$ cat src/rtl/timer_ch_consts.vh
/*
  constants for one 16-bit timer channel with prescaler, capture and
  pulse generation. assumes an apb slave with 32-bit data.
*/
`ifndef TIMER_CH_CONSTS_VH
`define TIMER_CH_CONSTS_VH

// register byte offsets
`define OFS_CONTROL     5'h00
`define OFS_A_COMPARE   5'h04
`define OFS_B_COMPARE   5'h08
`define OFS_CAPTURE     5'h0C
`define OFS_PRESCALE    5'h10
`define OFS_COUNT       5'h14

// control field positions
`define BIT_RUN         15
`define BIT_CLK_SEL     14
`define BIT_MODE_HI     13
`define BIT_MODE_LO     12
`define BIT_EXT_EDGE    11
`define BIT_OUT_LEVEL   8
`define BIT_CAP_HI      7
`define BIT_CAP_LO      6
`define BIT_MATCH_IEN   5
`define BIT_CAP_IEN     4
`define BIT_MATCH_FLAG  3
`define BIT_CAP_FLAG    2
`define BIT_HOLD        1
`define BIT_WIPE        0

// modes and capture edges
`define MODE_COUNTER    2'h0
`define MODE_CAPTURE    2'h1
`define MODE_PULSE_ONE  2'h2
`define MODE_PULSE_REP  2'h3
`define CAP_FALL        2'h0
`define CAP_RISE        2'h1
`define CAP_BOTH        2'h2

// reset values
`define RST_A_COMPARE   16'hFFFF
`define RST_B_COMPARE   16'hFFFF
`define RST_PRESCALE    12'hFFF
`define ZERO16          16'h0000
`define ZERO12          12'h000
`define ONE16           16'h0001
`define ONE12           12'h001
`define ZERO32          32'h0000_0000

`endif

$ cat src/rtl/timer_channel.v
/*
  one 16-bit timer channel: apb register slave, 12-bit prescaler,
  external clock and capture inputs synchronised to i_clk, counter,
  a/b compare, waveform output and gated interrupt requests.
  the channel is used once per timer; each copy is independent.
  assumes external pins are asynchronous and slow against i_clk:
  each high and low phase of a pin must last over one clock,
  or the edge detector can miss it.
  assumes software keeps the a value in range and changes clock
  source and mode only while the channel is stopped.
*/
// Implementation choice: the APB interface to the registers.
`timescale 1ns/1ps
`include "timer_ch_consts.vh"

module timer_channel (
  // clock and reset
  input  wire        i_clk,
  input  wire        i_sys_rst,
  // apb slave
  input  wire        i_psel,
  input  wire        i_penable,
  input  wire        i_pwrite,
  input  wire [31:0] i_paddr,
  input  wire [31:0] i_pwdata,
  output reg  [31:0] o_prdata,
  output reg         o_pready,
  output reg         o_pslverr,
  // pins
  input  wire        i_ext_count_clock_in,
  input  wire        i_capture_in,
  output reg         o_waveform_out,
  // interrupt requests
  output reg         o_match_irq,
  output reg         o_capture_irq
);

  // control fields
  reg        channel_run_q;
  reg        clock_source_select_q;
  reg [1:0]  operating_mode_field_q;
  reg        ext_clock_edge_select_q;
  reg        output_start_level_q;
  reg [1:0]  capture_edge_select_q;
  reg        match_irq_enable_q;
  reg        capture_irq_enable_q;
  reg        match_irq_flag_q;
  reg        capture_irq_flag_q;
  reg        count_hold_q;
  reg [15:0] a_compare_value_q;
  reg [15:0] b_compare_value_q;
  reg [15:0] captured_value_q;
  reg [11:0] prescale_divisor_q;
  reg [15:0] count_value_q;
  reg [11:0] presc_q;
  reg        done_q;
  reg        out_q;

  // next values of the counting path
  reg [11:0] presc_d;
  reg [15:0] count_value_d;
  reg        done_d;
  reg        out_d;

  // synchronised pin edges
  wire       ec_rise;
  wire       ec_fall;
  wire       cap_rise;
  wire       cap_fall;

  // apb decode; slave answers in the access cycle, zero wait
  wire       access   = i_psel & i_penable;
  wire       wr       = access & i_pwrite;
  wire [4:0] ofs      = i_paddr[4:0];
  wire       mapped   = (i_paddr[31:5] == 27'h0000000) &&
                        (ofs == `OFS_CONTROL || ofs == `OFS_A_COMPARE ||
                         ofs == `OFS_B_COMPARE || ofs == `OFS_CAPTURE ||
                         ofs == `OFS_PRESCALE || ofs == `OFS_COUNT);
  wire       wr_ctrl  = wr && mapped && ofs == `OFS_CONTROL;
  wire       start    = wr_ctrl && i_pwdata[`BIT_RUN] && !channel_run_q;
  wire       wipe     = wr_ctrl && i_pwdata[`BIT_WIPE];
  // flag clear strobes; a one clears, a zero leaves the flag alone
  wire       clr_match = wr_ctrl & i_pwdata[`BIT_MATCH_FLAG];
  wire       clr_capt  = wr_ctrl & i_pwdata[`BIT_CAP_FLAG];
  // answer terms, registered so the bus sees clean flops
  wire       setup_ph  = i_psel & ~i_penable;
  wire       rd_setup  = setup_ph & ~i_pwrite & mapped;

  // tick sources
  wire       presc_end = (presc_q == prescale_divisor_q);
  wire       ext_tick  = ext_clock_edge_select_q ? ec_rise : ec_fall;
  wire       tick      = clock_source_select_q ? ext_tick : presc_end;
  wire       counting  = channel_run_q & ~count_hold_q & ~done_q;
  wire       advance   = counting & tick;
  wire       a_match   = advance && (count_value_q == a_compare_value_q);
  wire       b_match   = advance && (count_value_q == b_compare_value_q);

  // mode decode
  wire       is_counter = (operating_mode_field_q == `MODE_COUNTER);
  wire       is_capture = (operating_mode_field_q == `MODE_CAPTURE);
  wire       is_one     = (operating_mode_field_q == `MODE_PULSE_ONE);
  wire       is_repeat  = (operating_mode_field_q == `MODE_PULSE_REP);
  wire       is_pulse   = is_one | is_repeat;

  // capture edge select
  reg        cap_edge;
  always @* begin
    case (capture_edge_select_q)
      `CAP_FALL: cap_edge = cap_fall;
      `CAP_RISE: cap_edge = cap_rise;
      `CAP_BOTH: cap_edge = cap_rise | cap_fall;
      default:   cap_edge = 1'b0; // reserved code captures nothing
    endcase
  end
  wire cap_event = channel_run_q & is_capture & cap_edge;

  // read mux
  reg [31:0] rdata;
  always @* begin
    rdata = `ZERO32;
    case (ofs)
      `OFS_CONTROL: begin
        rdata[`BIT_RUN]        = channel_run_q;
        rdata[`BIT_CLK_SEL]    = clock_source_select_q;
        rdata[`BIT_MODE_HI:`BIT_MODE_LO] = operating_mode_field_q;
        rdata[`BIT_EXT_EDGE]   = ext_clock_edge_select_q;
        rdata[`BIT_OUT_LEVEL]  = output_start_level_q;
        rdata[`BIT_CAP_HI:`BIT_CAP_LO] = capture_edge_select_q;
        rdata[`BIT_MATCH_IEN]  = match_irq_enable_q;
        rdata[`BIT_CAP_IEN]    = capture_irq_enable_q;
        rdata[`BIT_MATCH_FLAG] = match_irq_flag_q;
        rdata[`BIT_CAP_FLAG]   = capture_irq_flag_q;
        rdata[`BIT_HOLD]       = count_hold_q; // wipe reads 0
      end
      `OFS_A_COMPARE: rdata[15:0] = a_compare_value_q;
      `OFS_B_COMPARE: rdata[15:0] = b_compare_value_q;
      `OFS_CAPTURE:   rdata[15:0] = captured_value_q;
      `OFS_PRESCALE:  rdata[11:0] = prescale_divisor_q;
      `OFS_COUNT:     rdata[15:0] = count_value_q;
      default:        rdata = `ZERO32;
    endcase
  end

  // bus answer registers; pready high one cycle after setup
  always @(posedge i_clk or posedge i_sys_rst) begin
    if (i_sys_rst) begin
      o_pready  <= 1'b0;
      o_pslverr <= 1'b0;
      o_prdata  <= `ZERO32;
    end else begin
      o_pready  <= setup_ph;
      o_pslverr <= setup_ph & ~mapped;
      o_prdata  <= rd_setup ? rdata : `ZERO32;
    end
  end

  // control and data registers
  always @(posedge i_clk or posedge i_sys_rst) begin
    if (i_sys_rst) begin
      channel_run_q           <= 1'b0;
      clock_source_select_q   <= 1'b0;
      operating_mode_field_q  <= `MODE_COUNTER;
      ext_clock_edge_select_q <= 1'b0;
      output_start_level_q    <= 1'b0;
      capture_edge_select_q   <= `CAP_FALL;
      match_irq_enable_q      <= 1'b0;
      capture_irq_enable_q    <= 1'b0;
      count_hold_q            <= 1'b0;
      a_compare_value_q       <= `RST_A_COMPARE;
      b_compare_value_q       <= `RST_B_COMPARE;
      prescale_divisor_q      <= `RST_PRESCALE;
    end else if (wr && mapped) begin
      case (ofs)
        `OFS_CONTROL: begin
          channel_run_q           <= i_pwdata[`BIT_RUN];
          clock_source_select_q   <= i_pwdata[`BIT_CLK_SEL];
          operating_mode_field_q  <=
            i_pwdata[`BIT_MODE_HI:`BIT_MODE_LO];
          ext_clock_edge_select_q <= i_pwdata[`BIT_EXT_EDGE];
          output_start_level_q    <= i_pwdata[`BIT_OUT_LEVEL];
          capture_edge_select_q   <= i_pwdata[`BIT_CAP_HI:`BIT_CAP_LO];
          match_irq_enable_q      <= i_pwdata[`BIT_MATCH_IEN];
          capture_irq_enable_q    <= i_pwdata[`BIT_CAP_IEN];
          count_hold_q            <= i_pwdata[`BIT_HOLD];
        end
        `OFS_A_COMPARE: a_compare_value_q  <= i_pwdata[15:0];
        `OFS_B_COMPARE: b_compare_value_q  <= i_pwdata[15:0];
        `OFS_PRESCALE:  prescale_divisor_q <= i_pwdata[11:0];
        default: ;
      endcase
    end
  end

  // sticky flags; an event in the clearing cycle wins
  always @(posedge i_clk or posedge i_sys_rst) begin
    if (i_sys_rst) begin
      match_irq_flag_q   <= 1'b0;
      capture_irq_flag_q <= 1'b0;
    end else begin
      if (a_match)
        match_irq_flag_q <= 1'b1;
      else if (clr_match)
        match_irq_flag_q <= 1'b0;
      if (cap_event)
        capture_irq_flag_q <= 1'b1;
      else if (clr_capt)
        capture_irq_flag_q <= 1'b0;
    end
  end

  // two-stage synchronisers per pin; edges come off the second stage
  pin_sync_edge ec_sync (
    .i_clk  (i_clk),
    .i_rst  (i_sys_rst),
    .i_pin  (i_ext_count_clock_in),
    .o_rise (ec_rise),
    .o_fall (ec_fall)
  );
  pin_sync_edge cap_sync (
    .i_clk  (i_clk),
    .i_rst  (i_sys_rst),
    .i_pin  (i_capture_in),
    .o_rise (cap_rise),
    .o_fall (cap_fall)
  );

  // prescaler next value: free while running and not held, restarts on start or wipe
  always @* begin
    presc_d = presc_q;
    if (start || wipe || !channel_run_q)
      presc_d = `ZERO12;
    else if (presc_end)
      presc_d = `ZERO12;
    else if (!count_hold_q)
      presc_d = presc_q + `ONE12;
  end

  // hold also freezes the prescaler, except that at its end value it still wraps to zero
  always @(posedge i_clk or posedge i_sys_rst) begin
    if (i_sys_rst)
      presc_q <= `ZERO12;
    else
      presc_q <= presc_d;
  end

  // counter and one-shot stop, next values
  always @* begin
    count_value_d = count_value_q;
    done_d        = done_q;
    if (start || wipe) begin
      count_value_d = `ZERO16;
      done_d        = 1'b0;
    end else if (a_match) begin
      count_value_d = `ZERO16;
      if (is_one)
        done_d = 1'b1;
    end else if (advance)
      count_value_d = count_value_q + `ONE16;
  end

  // counter, capture register and one-shot stop
  always @(posedge i_clk or posedge i_sys_rst) begin
    if (i_sys_rst) begin
      count_value_q    <= `ZERO16;
      captured_value_q <= `ZERO16;
      done_q           <= 1'b0;
    end else begin
      count_value_q <= count_value_d;
      done_q        <= done_d;
      if (cap_event)
        captured_value_q <= count_value_q;
    end
  end

  // waveform phase next value; start phase on start or wipe
  always @* begin
    out_d = out_q;
    if (start || wipe)
      out_d = 1'b1; // start phase
    else if (is_counter && a_match)
      out_d = ~out_q;
    else if (is_pulse && a_match)
      out_d = is_repeat;
    else if (is_pulse && b_match)
      out_d = 1'b0;
  end

  // phase register; reset puts it in the start phase
  always @(posedge i_clk or posedge i_sys_rst) begin
    if (i_sys_rst)
      out_q <= 1'b1;
    else
      out_q <= out_d;
  end

  // pin drive: polarity applies; idle and capture hold the idle level
  wire idle_lvl  = output_start_level_q;
  wire match_req = match_irq_flag_q & match_irq_enable_q;
  wire capt_req  = capture_irq_flag_q & capture_irq_enable_q;
  reg  pin_d;
  always @* begin
    if (!channel_run_q || is_capture)
      pin_d = idle_lvl;
    else
      pin_d = out_q ^ output_start_level_q;
  end
  always @(posedge i_clk or posedge i_sys_rst) begin
    if (i_sys_rst) begin
      o_waveform_out <= 1'b0;
      o_match_irq    <= 1'b0;
      o_capture_irq  <= 1'b0;
    end else begin
      o_waveform_out <= pin_d;
      o_match_irq    <= match_req;
      o_capture_irq  <= capt_req;
    end
  end

endmodule // timer_channel

// two flip-flop synchroniser with edge detection off the second stage;
// history resets to the idle low level so no false edge follows reset
module pin_sync_edge (
  // clock and reset
  input  wire i_clk,
  input  wire i_rst,
  // pin and its edges
  input  wire i_pin,
  output wire o_rise,
  output wire o_fall
);

  reg s1_q;
  reg s2_q;
  reg prev_q;

  // only the second stage feeds logic; the first may go metastable
  always @(posedge i_clk or posedge i_rst) begin
    if (i_rst) begin
      s1_q   <= 1'b0;
      s2_q   <= 1'b0;
      prev_q <= 1'b0;
    end else begin
      s1_q   <= i_pin;
      s2_q   <= s1_q;
      prev_q <= s2_q;
    end
  end

  // one-cycle edge pulses
  assign o_rise = s2_q & ~prev_q;
  assign o_fall = ~s2_q & prev_q;

endmodule // pin_sync_edge

$ cat config.mk
export PLATFORM = sky130hd
export DESIGN_NAME = timer_channel
export DESIGN_NICKNAME = d
export VERILOG_FILES = /design/src/rtl/timer_channel.v
export VERILOG_INCLUDE_DIRS = /design/src /design/src/rtl
export SDC_FILE = /design/constraint.sdc
export NUM_CORES = 1
export LEC_CHECK = 0
export ABC_AREA = 1
export BUFFER_PORTS_ARGS = -buffer_cell sky130_fd_sc_hd__buf_2
export CAP_MARGIN = 15
export CORE_ASPECT_RATIO = 0.7
export CORE_MARGIN = 10
export CORE_UTILIZATION = 57
export CTS_BUF_LIST = sky130_fd_sc_hd__clkbuf_4 sky130_fd_sc_hd__clkbuf_8 sky130_fd_sc_hd__clkbuf_16
export DETAILED_ROUTE_END_ITERATION = 16
export PLACE_DENSITY_LB_ADDON = 0.2
export RECOVER_POWER = 100
export SLEW_MARGIN = 20
export SYNTH_ARGS = -nofsm -noshare
export SYNTH_HDL_FRONTEND = slang
export SYNTH_SLANG_ARGS = --single-unit
$ cat constraint.sdc
create_clock -name i_clk -period 6.25 [get_ports i_clk]
set_input_delay 1.5625 -clock i_clk [delete_from_list [all_inputs] [get_ports i_clk]]
set_output_delay 1.5625 -clock i_clk [all_outputs]
set_load 0.01 [all_outputs]
# Word level (Yosys, flattened, before mapping)
# Index checks and enable logic that the tools add are counted.
# Widths: inputs -> output; s select.
[totals] reg_bits=130 input_bits=71 output_inout_bits=37 elab_cells=141
[op_classes] addsub=2 n_eq_ne=14 mux=27 n_bitwise=32 reduce_logical=35
[op_table] cell="$mux 16" n=4
[op_table] cell="$pmux 8 s6" n=1
[op_table] cell="$mux 12" n=3
[op_table] cell="$eq 16x16->1" n=2
[op_table] cell="$logic_not 27->1" n=1
[op_table] cell="$pmux 4 s5" n=1
[op_table] cell="$and 1x1->1" n=19
[op_table] cell="$add 16x1->16 const B" n=1
[op_table] cell="$mux 1" n=14
[op_table] cell="$add 12x1->12 const B" n=1
[op_table] cell="$eq 12x12->1" n=1
[op_table] cell="$logic_and 1x1->1" n=11
[op_table] cell="$eq 5x4->1 const B" n=2
[op_table] cell="$eq 5x5->1 const B" n=2
[op_table] cell="$not 1->1" n=10
[op_table] cell="$pmux 2 s5" n=1
[op_table] cell="$reduce_and 2->1" n=5
[op_table] cell="$logic_or 1x1->1" n=8
[op_table] cell="$reduce_bool 2->1" n=4
[op_table] cell="$eq 2x2->1 const B" n=3
[op_table] cell="$pmux 1 s6" n=1
[op_table] cell="$eq 5x3->1 const B" n=1
[op_table] cell="$logic_not 5->1" n=1
[op_table] cell="$pmux 1 s5" n=1
[op_table] cell="9 further kinds" n=12

# Longest topological paths before layout
# Gate-level depths: netlist of run 1.
[logic_depth] word_depth=14 mapped_depth=14 depth_no_buf=13

# Modules after synthesis
# Synthesis of run 1 repeated with hierarchy kept, for this count alone.
[hier_totals] hier_cells=918 hier_area_um2=7025.5
[modules_own_cells] mod="timer_channel" instances=1 cells_each=902 area_each_um2=6837.8 seq_area_each_um2=3159.3
[modules_own_cells] mod="pin_sync_edge" instances=2 cells_each=8 area_each_um2=93.8 seq_area_each_um2=75.1

# Least setup slack after synthesis of run 1
# Ideal clock, no wire load.
[synth_path] path_type="input to register" from="input port i_paddr[1]" to="register count_value_q[7]" setup_time_ps=117 arrival_ps=2772 required_ps=6133 setup_slack_ps=3361 path_stages=10 n_path_buf=1 cell_sequence="nor2_4 o21a_1 nand3_1 nor2_4 nand4_2 nand2_2 inv_2 buf_2 nand2_1 nand2_1"
[synth_between] elab_chain_cells=13 elab_cells_between_ends=20 cone_classes="eq/ne: 5; mux: 1; reduce/logical: 14"
[synth_lines] element="start: declaration" line_no="timer_channel.v:24" source="input wire [31:0] i_paddr,"
[synth_lines] element="$eq 5x3->1 / $logic_not 5->1 (equally long branches)"
[synth_lines] element="$logic_or 1x1->1 (no line) (5 in series)"
[synth_lines] element="$logic_and 1x1->1" line_no="timer_channel.v:75" source="wire mapped = (i_paddr[31:5] == 27'h0000000) &&"
[synth_lines] element="$logic_and 1x1->1" line_no="timer_channel.v:79" source="wire wr_ctrl = wr && mapped && ofs == `OFS_CONTROL;"
[synth_lines] element="$logic_and 1x1->1 (no line) *"
[synth_lines] element="$logic_and 1x1->1 (2 in series)" line_no="timer_channel.v:80" source="wire start = wr_ctrl && i_pwdata[`BIT_RUN] && !channel_run_q;"
[synth_lines] element="$logic_or 1x1->1 *" line_no="timer_channel.v:250" source="if (start || wipe) begin"
[synth_lines] element="$reduce_bool 3->1 (no line) / $mux 16 (equally long branches)"
[synth_lines] element="end signal: assignment" line_no="timer_channel.v:264" source="count_value_q <= `ZERO16;"
[synth_lines] element="end signal: assignment" line_no="timer_channel.v:268" source="count_value_q <= count_value_d;"
[synth_lines] element="end: declaration" line_no="timer_channel.v:54" source="reg [15:0] count_value_q;"
# Every way passes the cells marked *; elsewhere a longest branch is shown, timed or not.
# A chain may end at the register's enable or synchronous reset.

# Final worst setup path of run 1
[layout_path] from="input port i_paddr[1]" to="register b_compare_value_q[3]"
[layout_between] elab_chain_cells=9 elab_cells_between_ends=14 cone_classes="eq/ne: 5; reduce/logical: 9"
[layout_lines] element="$eq 5x3->1 / $logic_not 5->1 (equally long branches)"
[layout_lines] element="$logic_or 1x1->1 (no line) (5 in series)"
[layout_lines] element="$logic_and 1x1->1" line_no="timer_channel.v:75"
[layout_lines] element="$logic_and 1x1->1" line_no="timer_channel.v:172" source="end else if (wr && mapped) begin"
[layout_lines] element="$reduce_and 2->1 (no line) *"
[layout_lines] element="end signal: assignment" line_no="timer_channel.v:170" source="b_compare_value_q <= `RST_B_COMPARE;"
[layout_lines] element="end signal: assignment" line_no="timer_channel.v:187" source="`OFS_B_COMPARE: b_compare_value_q <= i_pwdata[15:0];"
[layout_lines] element="end: declaration" line_no="timer_channel.v:51" source="reg [15:0] b_compare_value_q;"
# Marks and branches as above.

==> impl_metrics.py, run 1 <==
metrics = {
    "finish": {
        "mostFrequentLayoutCell": "nand2_1",
        "syn2layout_area_growth_pct": 12.9,
        "n_fill_cell": 1002,
        "num_antenna_cells": 0,
        "multiInputGateArea_sq_um": 3010,
        "final_cell_mix": "277 x nand2_1, 121 x inv_1, 87 x nor2_1",
        "fin_area_sq_um": 7940,
        "nets": 1059,
        "drive_gt1_frac": 0.136,
        "seq_area_sq_um": 3310,
    },
    "placed_design": {
        "portBuffers": 75,
        "place_congestion": 0.919,
        "place_area_sq_um": 7430,
        "place_ws_ns": 2.30,
        "hpwl_mm": 14.4,
    },
    "synthesis": {
        "yosys_warnings": 0,
        "synth_area_per_cell_sq_um": 7.65,
        "synth-seq-cells": 130,
        "postSynthCellCount": 920,
        "ys_seq_area_frac": 0.470,
        "synthDistinctLibCells": 38,
        "synth_area_sq_um": 7040,
    },
    "clock_tree": {
        "ctsHoldBuffers": 0,
        "clk_root_buffer_cell": "clkbuf_16",
        "cts.sinks": 130,
        "cts_tree": "built",
        "clock_latency_ns": 0.42,
        "cts_resized": 0,
        "cts_buffers": 17,
        "cts.path.max_buffers": 2,
        "cts_setup_buffers": 0,
        "htree_levels": 4,
        "cts.clk_slew.worst_paths_ns": 0.06,
    },
    "global_routing": {
        "overflow": 0,
        "grt_pass1_wl_mm": 32.3,
        "grt_max_degree": 53,
        "antenna_found_initial": 0,
        "grt_pass1_vias": 5938,
        "grt_usage": 0.233,
    },
    "timing": {
        "finalCritPeriodShare": 0.740,
        "grt_setup_unrepaired": "false",
        "fin_worst_skew_ns": 0.00839,
        "relSlewSlack": -0.365,
        "finalWorstSetupSlack_ns": 1.62,
        "finalHoldViolCount": 0,
        "maxSlewViolCount": 141,
        "fin_setup_tns_ns": 0,
        "fmax_mhz": 216,
        "setup_viol": 0,
        "hold-worst-slack_ns": 0.352,
        "fin_crit_ns": 4.63,
        "tightest_slew_ns": 2.05,
    },
    "pwr": {
        "power_mw": 1.92,
        "peakVddDrop_mv": 0.198,
        "power_leakage_nw": 3.98,
        "power_density_nw_per_um2": 242,
    },
    "die": {
        "core_sq_um": 11900,
        "initial_core_util": 0.592,
        "io_pins": 108,
        "dieArea_sq_um": 17300,
        "die_h_um": 113,
        "rows": 33,
        "die_width_um": 153,
    },
    "status": {
        "violations": "max-capacitance violations, max-slew violations",
        "status": "finished, violations left",
    },
    "drt": {
        "ant_nets": 0,
        "drc": 0,
        "firstDrtPassIters": 6,
        "routedWlPerCell_um": 17.2,
        "vias_per_cell": 5.46,
        "wirelength_mm": 19.9,
        "drtIter0Drc": 629,
        "vias": 6302,
    },
    "setup_path": {
        "worstPathMaxFanout": 32,
        "max_stage_delay_ns": 1.45,
        "cpMostUsedCell": "nor2_1",
        "required_ns": 6.58,
        "worst_setup_path_start_kind": "primary input",
        "endpoint_kind": "flop",
        "worstPathCellList": "buf_2, nor2_1, o21a_1, nand3_1, nor2_1, nand2_2, nor2_1, nand2_1, o21ai_0",
        "crit_type": "primary input to flop",
        "critPathTopFamily": "simple AND/OR/NAND/NOR gates",
        "cp.arrival_ns": 4.95,
        "cp.buffers_inverters": 1,
        "crit_slowest_cell": "nor2_1",
    },
    "min_path": {
        "hp-class": "flop to flop",
    },
    "flow_run": {
        "maxCapViolCount": 4,
    },
}
-- layer usage --
layer / part of all wire / global-route usage / routed length (um)
met5: 0 / 0 / 0
met4: 0.019 / 0.0596 / 375
met3: 0.12 / 0.101 / 2450
met2: 0.41 / 0.327 / 8210
met1: 0.45 / 0.321 / 8870
-- state kept, by name, summed over array words and instances (netlist names), 2 cells and up --
name / flops
a_compare_value_q: 16
capture_edge_select_q: 2
prescale_divisor_q: 12
count_value_q: 16
captured_value_q: 16
b_compare_value_q: 16
operating_mode_field_q: 2
o_prdata: 16
presc_q: 12
-- synth_stat cells --
library cell / instances / area, sq um
or2_2: 1 / 6.26
a21oi_1: 9 / 45.0
a31oi_1: 9 / 56.3
buf_4: 20 / 150
clkbuf_1: 13 / 48.8
inv_2: 1 / 3.75
buf_6: 1 / 11.3
clkbuf_2: 1 / 5.00
o21a_1: 3 / 22.5
nand3_2: 3 / 30.0
dfrtp_1: 85 / 2130
xnor2_1: 21 / 184
conb_1: 1 / 3.75
clkinv_1: 1 / 3.75
inv_1: 121 / 454
nor2_4: 4 / 45.0
ha_1: 4 / 50.1
a221oi_1: 1 / 8.76
o21ai_1: 1 / 5.00
nand2_2: 2 / 12.5
nor2_1: 82 / 308
nand4_2: 1 / 12.5
nand2_1: 276 / 1040
nor4_1: 1 / 6.26
nand4_1: 9 / 56.3
nor3b_1: 3 / 22.5
xor2_1: 19 / 166
o22ai_1: 20 / 125
dfstp_2: 45 / 1180
a211oi_1: 4 / 30.0
o311ai_1: 1 / 8.76
nor2_2: 1 / 6.26
o21ai_0: 80 / 400
o221ai_1: 4 / 35.0
nand3_1: 44 / 220
o211ai_1: 3 / 22.5
nor3_1: 12 / 60.1
buf_2: 13 / 65.1
-- final timing paths --
kind | cells after the start | end | slack [ns] | start
min | 0 | ec_sync.s2_q$_DFF_PP0_ | 0.35 | ec_sync.s1_q$_DFF_PP0_
max reg2reg | 10 | count_value_q[7]$_DFFE_PP0P_ | 3.67 | prescale_divisor_q[2]$_DFFE_PP1P_
min reg2reg | 0 | ec_sync.s2_q$_DFF_PP0_ | 0.35 | ec_sync.s1_q$_DFF_PP0_
min in group asynchronous | 2 | ec_sync.s1_q$_DFF_PP0_ | 1.57 | i_sys_rst
max in group asynchronous | 3 | o_prdata[6]$_DFF_PP0_ | 2.13 | i_sys_rst
max | 9 | b_compare_value_q[3]$_DFFE_PP1P_ | 1.62 | i_paddr[1]
-- power by group --
group	total, mW	internal [mW]	switching, mW
logic	0.0669	0.0192	0.0477
clock network	1.01	0.641	0.364
registers	0.848	0.846	0.00120
total	1.92	1.51	0.413
-- logic make-up after synthesis --
| kind of cell | share of synthesized area |
|---|---|
| AND/OR/NAND/NOR | 0.259 |
| buffers and inverters | 0.105 |
| AO/OA/AOI/OAI | 0.108 |
| flip-flops | 0.470 |
| XOR/XNOR | 0.0498 |
| adder cells (fa/ha/maj) | 0.00711 |
| other | 0.000533 |
-- stage by stage --
stage	instances	utilization
after floorplan	935	-
after global placement	1122	0.625
after detailed placement	1122	0.625
after CTS	1154	0.675
after global routing	1154	0.668
final	1154	0.668
-- cell type report --
class | count | share of cell area
Inverter | 123 | 0.0583
Timing Repair Buffer | 78 | 0.0457
Multi-Input combinational cell | 634 | 0.379
Clock inverter | 8 | 0.0128
Sequential cell | 130 | 0.417
Clock buffer | 24 | 0.0633
Tap cell | 157 | 0.0247
No activity file was read; power rests on OpenSTA's default activity.
==> inputs of run 2 (changes only) <==
--- a/config.mk
+++ b/config.mk
@@ -11,7 +11,7 @@
 export CAP_MARGIN = 15
 export CORE_ASPECT_RATIO = 0.7
 export CORE_MARGIN = 10
-export CORE_UTILIZATION = 57
+export CORE_UTILIZATION = 52
 export CTS_BUF_LIST = sky130_fd_sc_hd__clkbuf_4 sky130_fd_sc_hd__clkbuf_8 sky130_fd_sc_hd__clkbuf_16
 export DETAILED_ROUTE_END_ITERATION = 16
 export PLACE_DENSITY_LB_ADDON = 0.2
==> constraint.sdc (replaced) <==
create_clock -name i_clk -period 3.85 [get_ports i_clk]
set_input_delay 0.9625 -clock i_clk [delete_from_list [all_inputs] [get_ports i_clk]]
set_output_delay 0.9625 -clock i_clk [all_outputs]
set_load 0.01 [all_outputs]
==> impl_metrics.py, run 2 (synthesized netlist as in run 1, its figures left out) <==
metrics = {
    "status": {
        "status": "finished, violations left",
        "violations": "max-capacitance violations, max-slew violations",
    },
    "timing": {
        "fmax_mhz": 308,
        "finalWorstSetupSlack_ns": 0.605,
        "grt_setup_unrepaired": "false",
        "maxSlewViolCount": 38,
        "finalHoldViolCount": 0,
        "relSlewSlack": -0.0344,
        "finalCritPeriodShare": 0.843,
        "fin_setup_tns_ns": 0,
        "hold-worst-slack_ns": 0.350,
        "fin_worst_skew_ns": 0.00843,
        "fin_crit_ns": 3.25,
        "setup_viol": 0,
        "tightest_slew_ns": 1.54,
    },
    "clock_tree": {
        "clk_root_buffer_cell": "clkbuf_16",
        "ctsHoldBuffers": 0,
        "cts_buffers": 17,
        "cts.sinks": 130,
        "cts.clk_slew.worst_paths_ns": 0.06,
        "cts.path.max_buffers": 2,
        "cts_setup_buffers": 0,
        "cts_resized": 0,
        "cts_tree": "built",
        "htree_levels": 4,
        "clock_latency_ns": 0.42,
    },
    "drt": {
        "drc": 0,
        "ant_nets": 0,
        "vias": 6303,
        "wirelength_mm": 20.3,
        "vias_per_cell": 5.29,
        "firstDrtPassIters": 6,
        "routedWlPerCell_um": 17.0,
        "drtIter0Drc": 529,
    },
    "pwr": {
        "power_density_nw_per_um2": 407,
        "power_leakage_nw": 4.05,
        "peakVddDrop_mv": 0.306,
    },
    "finish": {
        "drive_gt1_frac": 0.147,
        "mostFrequentLayoutCell": "nand2_1",
        "final_cell_mix": "276 x nand2_1, 121 x inv_1, 85 x dfrtp_1",
        "num_antenna_cells": 0,
        "nets": 1068,
        "syn2layout_area_growth_pct": 15.4,
    },
    "setup_path": {
        "crit_slowest_cell": "nor2_1",
        "cpMostUsedCell": "nand2_1",
        "endpoint_kind": "flop",
        "rrSetupSlack_ns": 1.39,
        "critPathTopFamily": "simple AND/OR/NAND/NOR gates",
        "crit_type": "primary input to flop",
        "worstPathMaxFanout": 14,
        "reg2reg_from": "cap_sync.s2_q$_DFF_PP0_",
        "rr_endpoint": "captured_value_q[8]$_DFFE_PP0P_",
        "worst_setup_path_start_kind": "primary input",
        "reg2reg_depth": 5,
        "cp.arrival_ns": 3.55,
        "max_stage_delay_ns": 0.54,
        "worstPathCellList": "clkbuf_1, nor2_4, o21a_1, nand3_1, nor2_1, nand4_1, nand2_2, inv_1, nand2_1, nand2_1",
        "crit_cells": 10,
        "required_ns": 4.15,
        "cp.buffers_inverters": 2,
    },
    "min_path": {
        "hp-class": "flop to flop",
        "holdCritStartpoint": "ec_sync.s1_q$_DFF_PP0_",
        "min_to": "ec_sync.s2_q$_DFF_PP0_",
        "holdPathStages": 0,
    },
    "die": {
        "core_sq_um": 13200,
        "io_pins": 108,
        "dieArea_sq_um": 18700,
        "die_width_um": 159,
        "rows": 35,
        "die_h_um": 117,
        "initial_core_util": 0.532,
    },
    "placed_design": {
        "place_congestion": 0.918,
        "hpwl_mm": 14.8,
        "place_ws_ns": 0.740,
        "portBuffers": 75,
    },
    "global_routing": {
        "grt_pass1_wl_mm": 32.5,
        "grt_max_degree": 55,
        "grt_pass1_vias": 6030,
        "grt_usage": 0.216,
        "overflow": 0,
        "antenna_found_initial": 0,
    },
    "flow_run": {
        "maxCapViolCount": 1,
    },
}
[run 2: changes by cell type in the layout (fill, tap and decap cells not counted), sizes merged]
cell    before  now
clkinv       4    2
bufinv       2    5
buf         54   60
clkbuf      48   50
[run 2: cell type report]
type	count	area, sq um
clock buffer	23	489
clock inverter	9	178
fill	1213	5100
inverter	123	463
multi-input combinational	634	3030
sequential	130	3310
tap	185	231
timing repair buffer	87	424
[run 2: how the worst max path moves through the flow]
stage          slack (ns)        from                                   end
6_report             0.60  i_paddr[1]          count_value_q[0]$_DFFE_PP0P_
5_1_grt              0.44  i_paddr[1]      a_compare_value_q[3]$_DFFE_PP1P_
3_3_place_gp         0.75  i_paddr[1]  capture_edge_select_q[0]$_DFFE_PP0N_
4_1_cts              1.17  i_paddr[1]                  idle_lvl$_DFFE_PP0N_
2_1_floorplan        1.32   i_sys_rst             cap_sync.prev_q$_DFF_PP0_
3_5_place_dp         0.74  i_paddr[1]              count_hold_q$_DFFE_PP0N_
[run 2: layer usage]
layer / track usage / up-vias / part of all wire
met5: 0 / - / 0
met4: 0.0479 / 0 / 0.014
met3: 0.0807 / 28 / 0.11
met2: 0.306 / 308 / 0.41
met1: 0.306 / 2936 / 0.47
li1: - / 3031 / -
[run 2: power breakdown]
part | leakage (nW) | switching, mW | internal (mW) | total [mW]
combinational | 2.14 | 0.0784 | 0.0321 | 0.110
clock | 0.320 | 0.596 | 1.22 | 1.82
sequential | 1.59 | 0.00182 | 1.37 | 1.38
[run 2: worst register-to-register path, cell delays in order, from the launching register on]
cell and delay [ns]:
dfrtp_1 0.40, ha_1 0.27, o21ai_0 0.12, o311ai_4 0.11
clkbuf_1 1.10, o21ai_0 0.26
[run 2: stage by stage]
| stage | area (sq um) | utilization | power (mW) | cells |
|---|---|---|---|---|
| floorplan | 7100 | - | 1.46 | 935 |
| global placement | 7560 | 0.571 | 1.51 | 1159 |
| detailed placement | 7560 | 0.571 | 1.51 | 1159 |
| CTS | 8220 | 0.622 | 3.32 | 1191 |
| global route | 8120 | 0.614 | 3.39 | 1191 |
| finish | 8120 | 0.614 | 3.30 | 1191 |
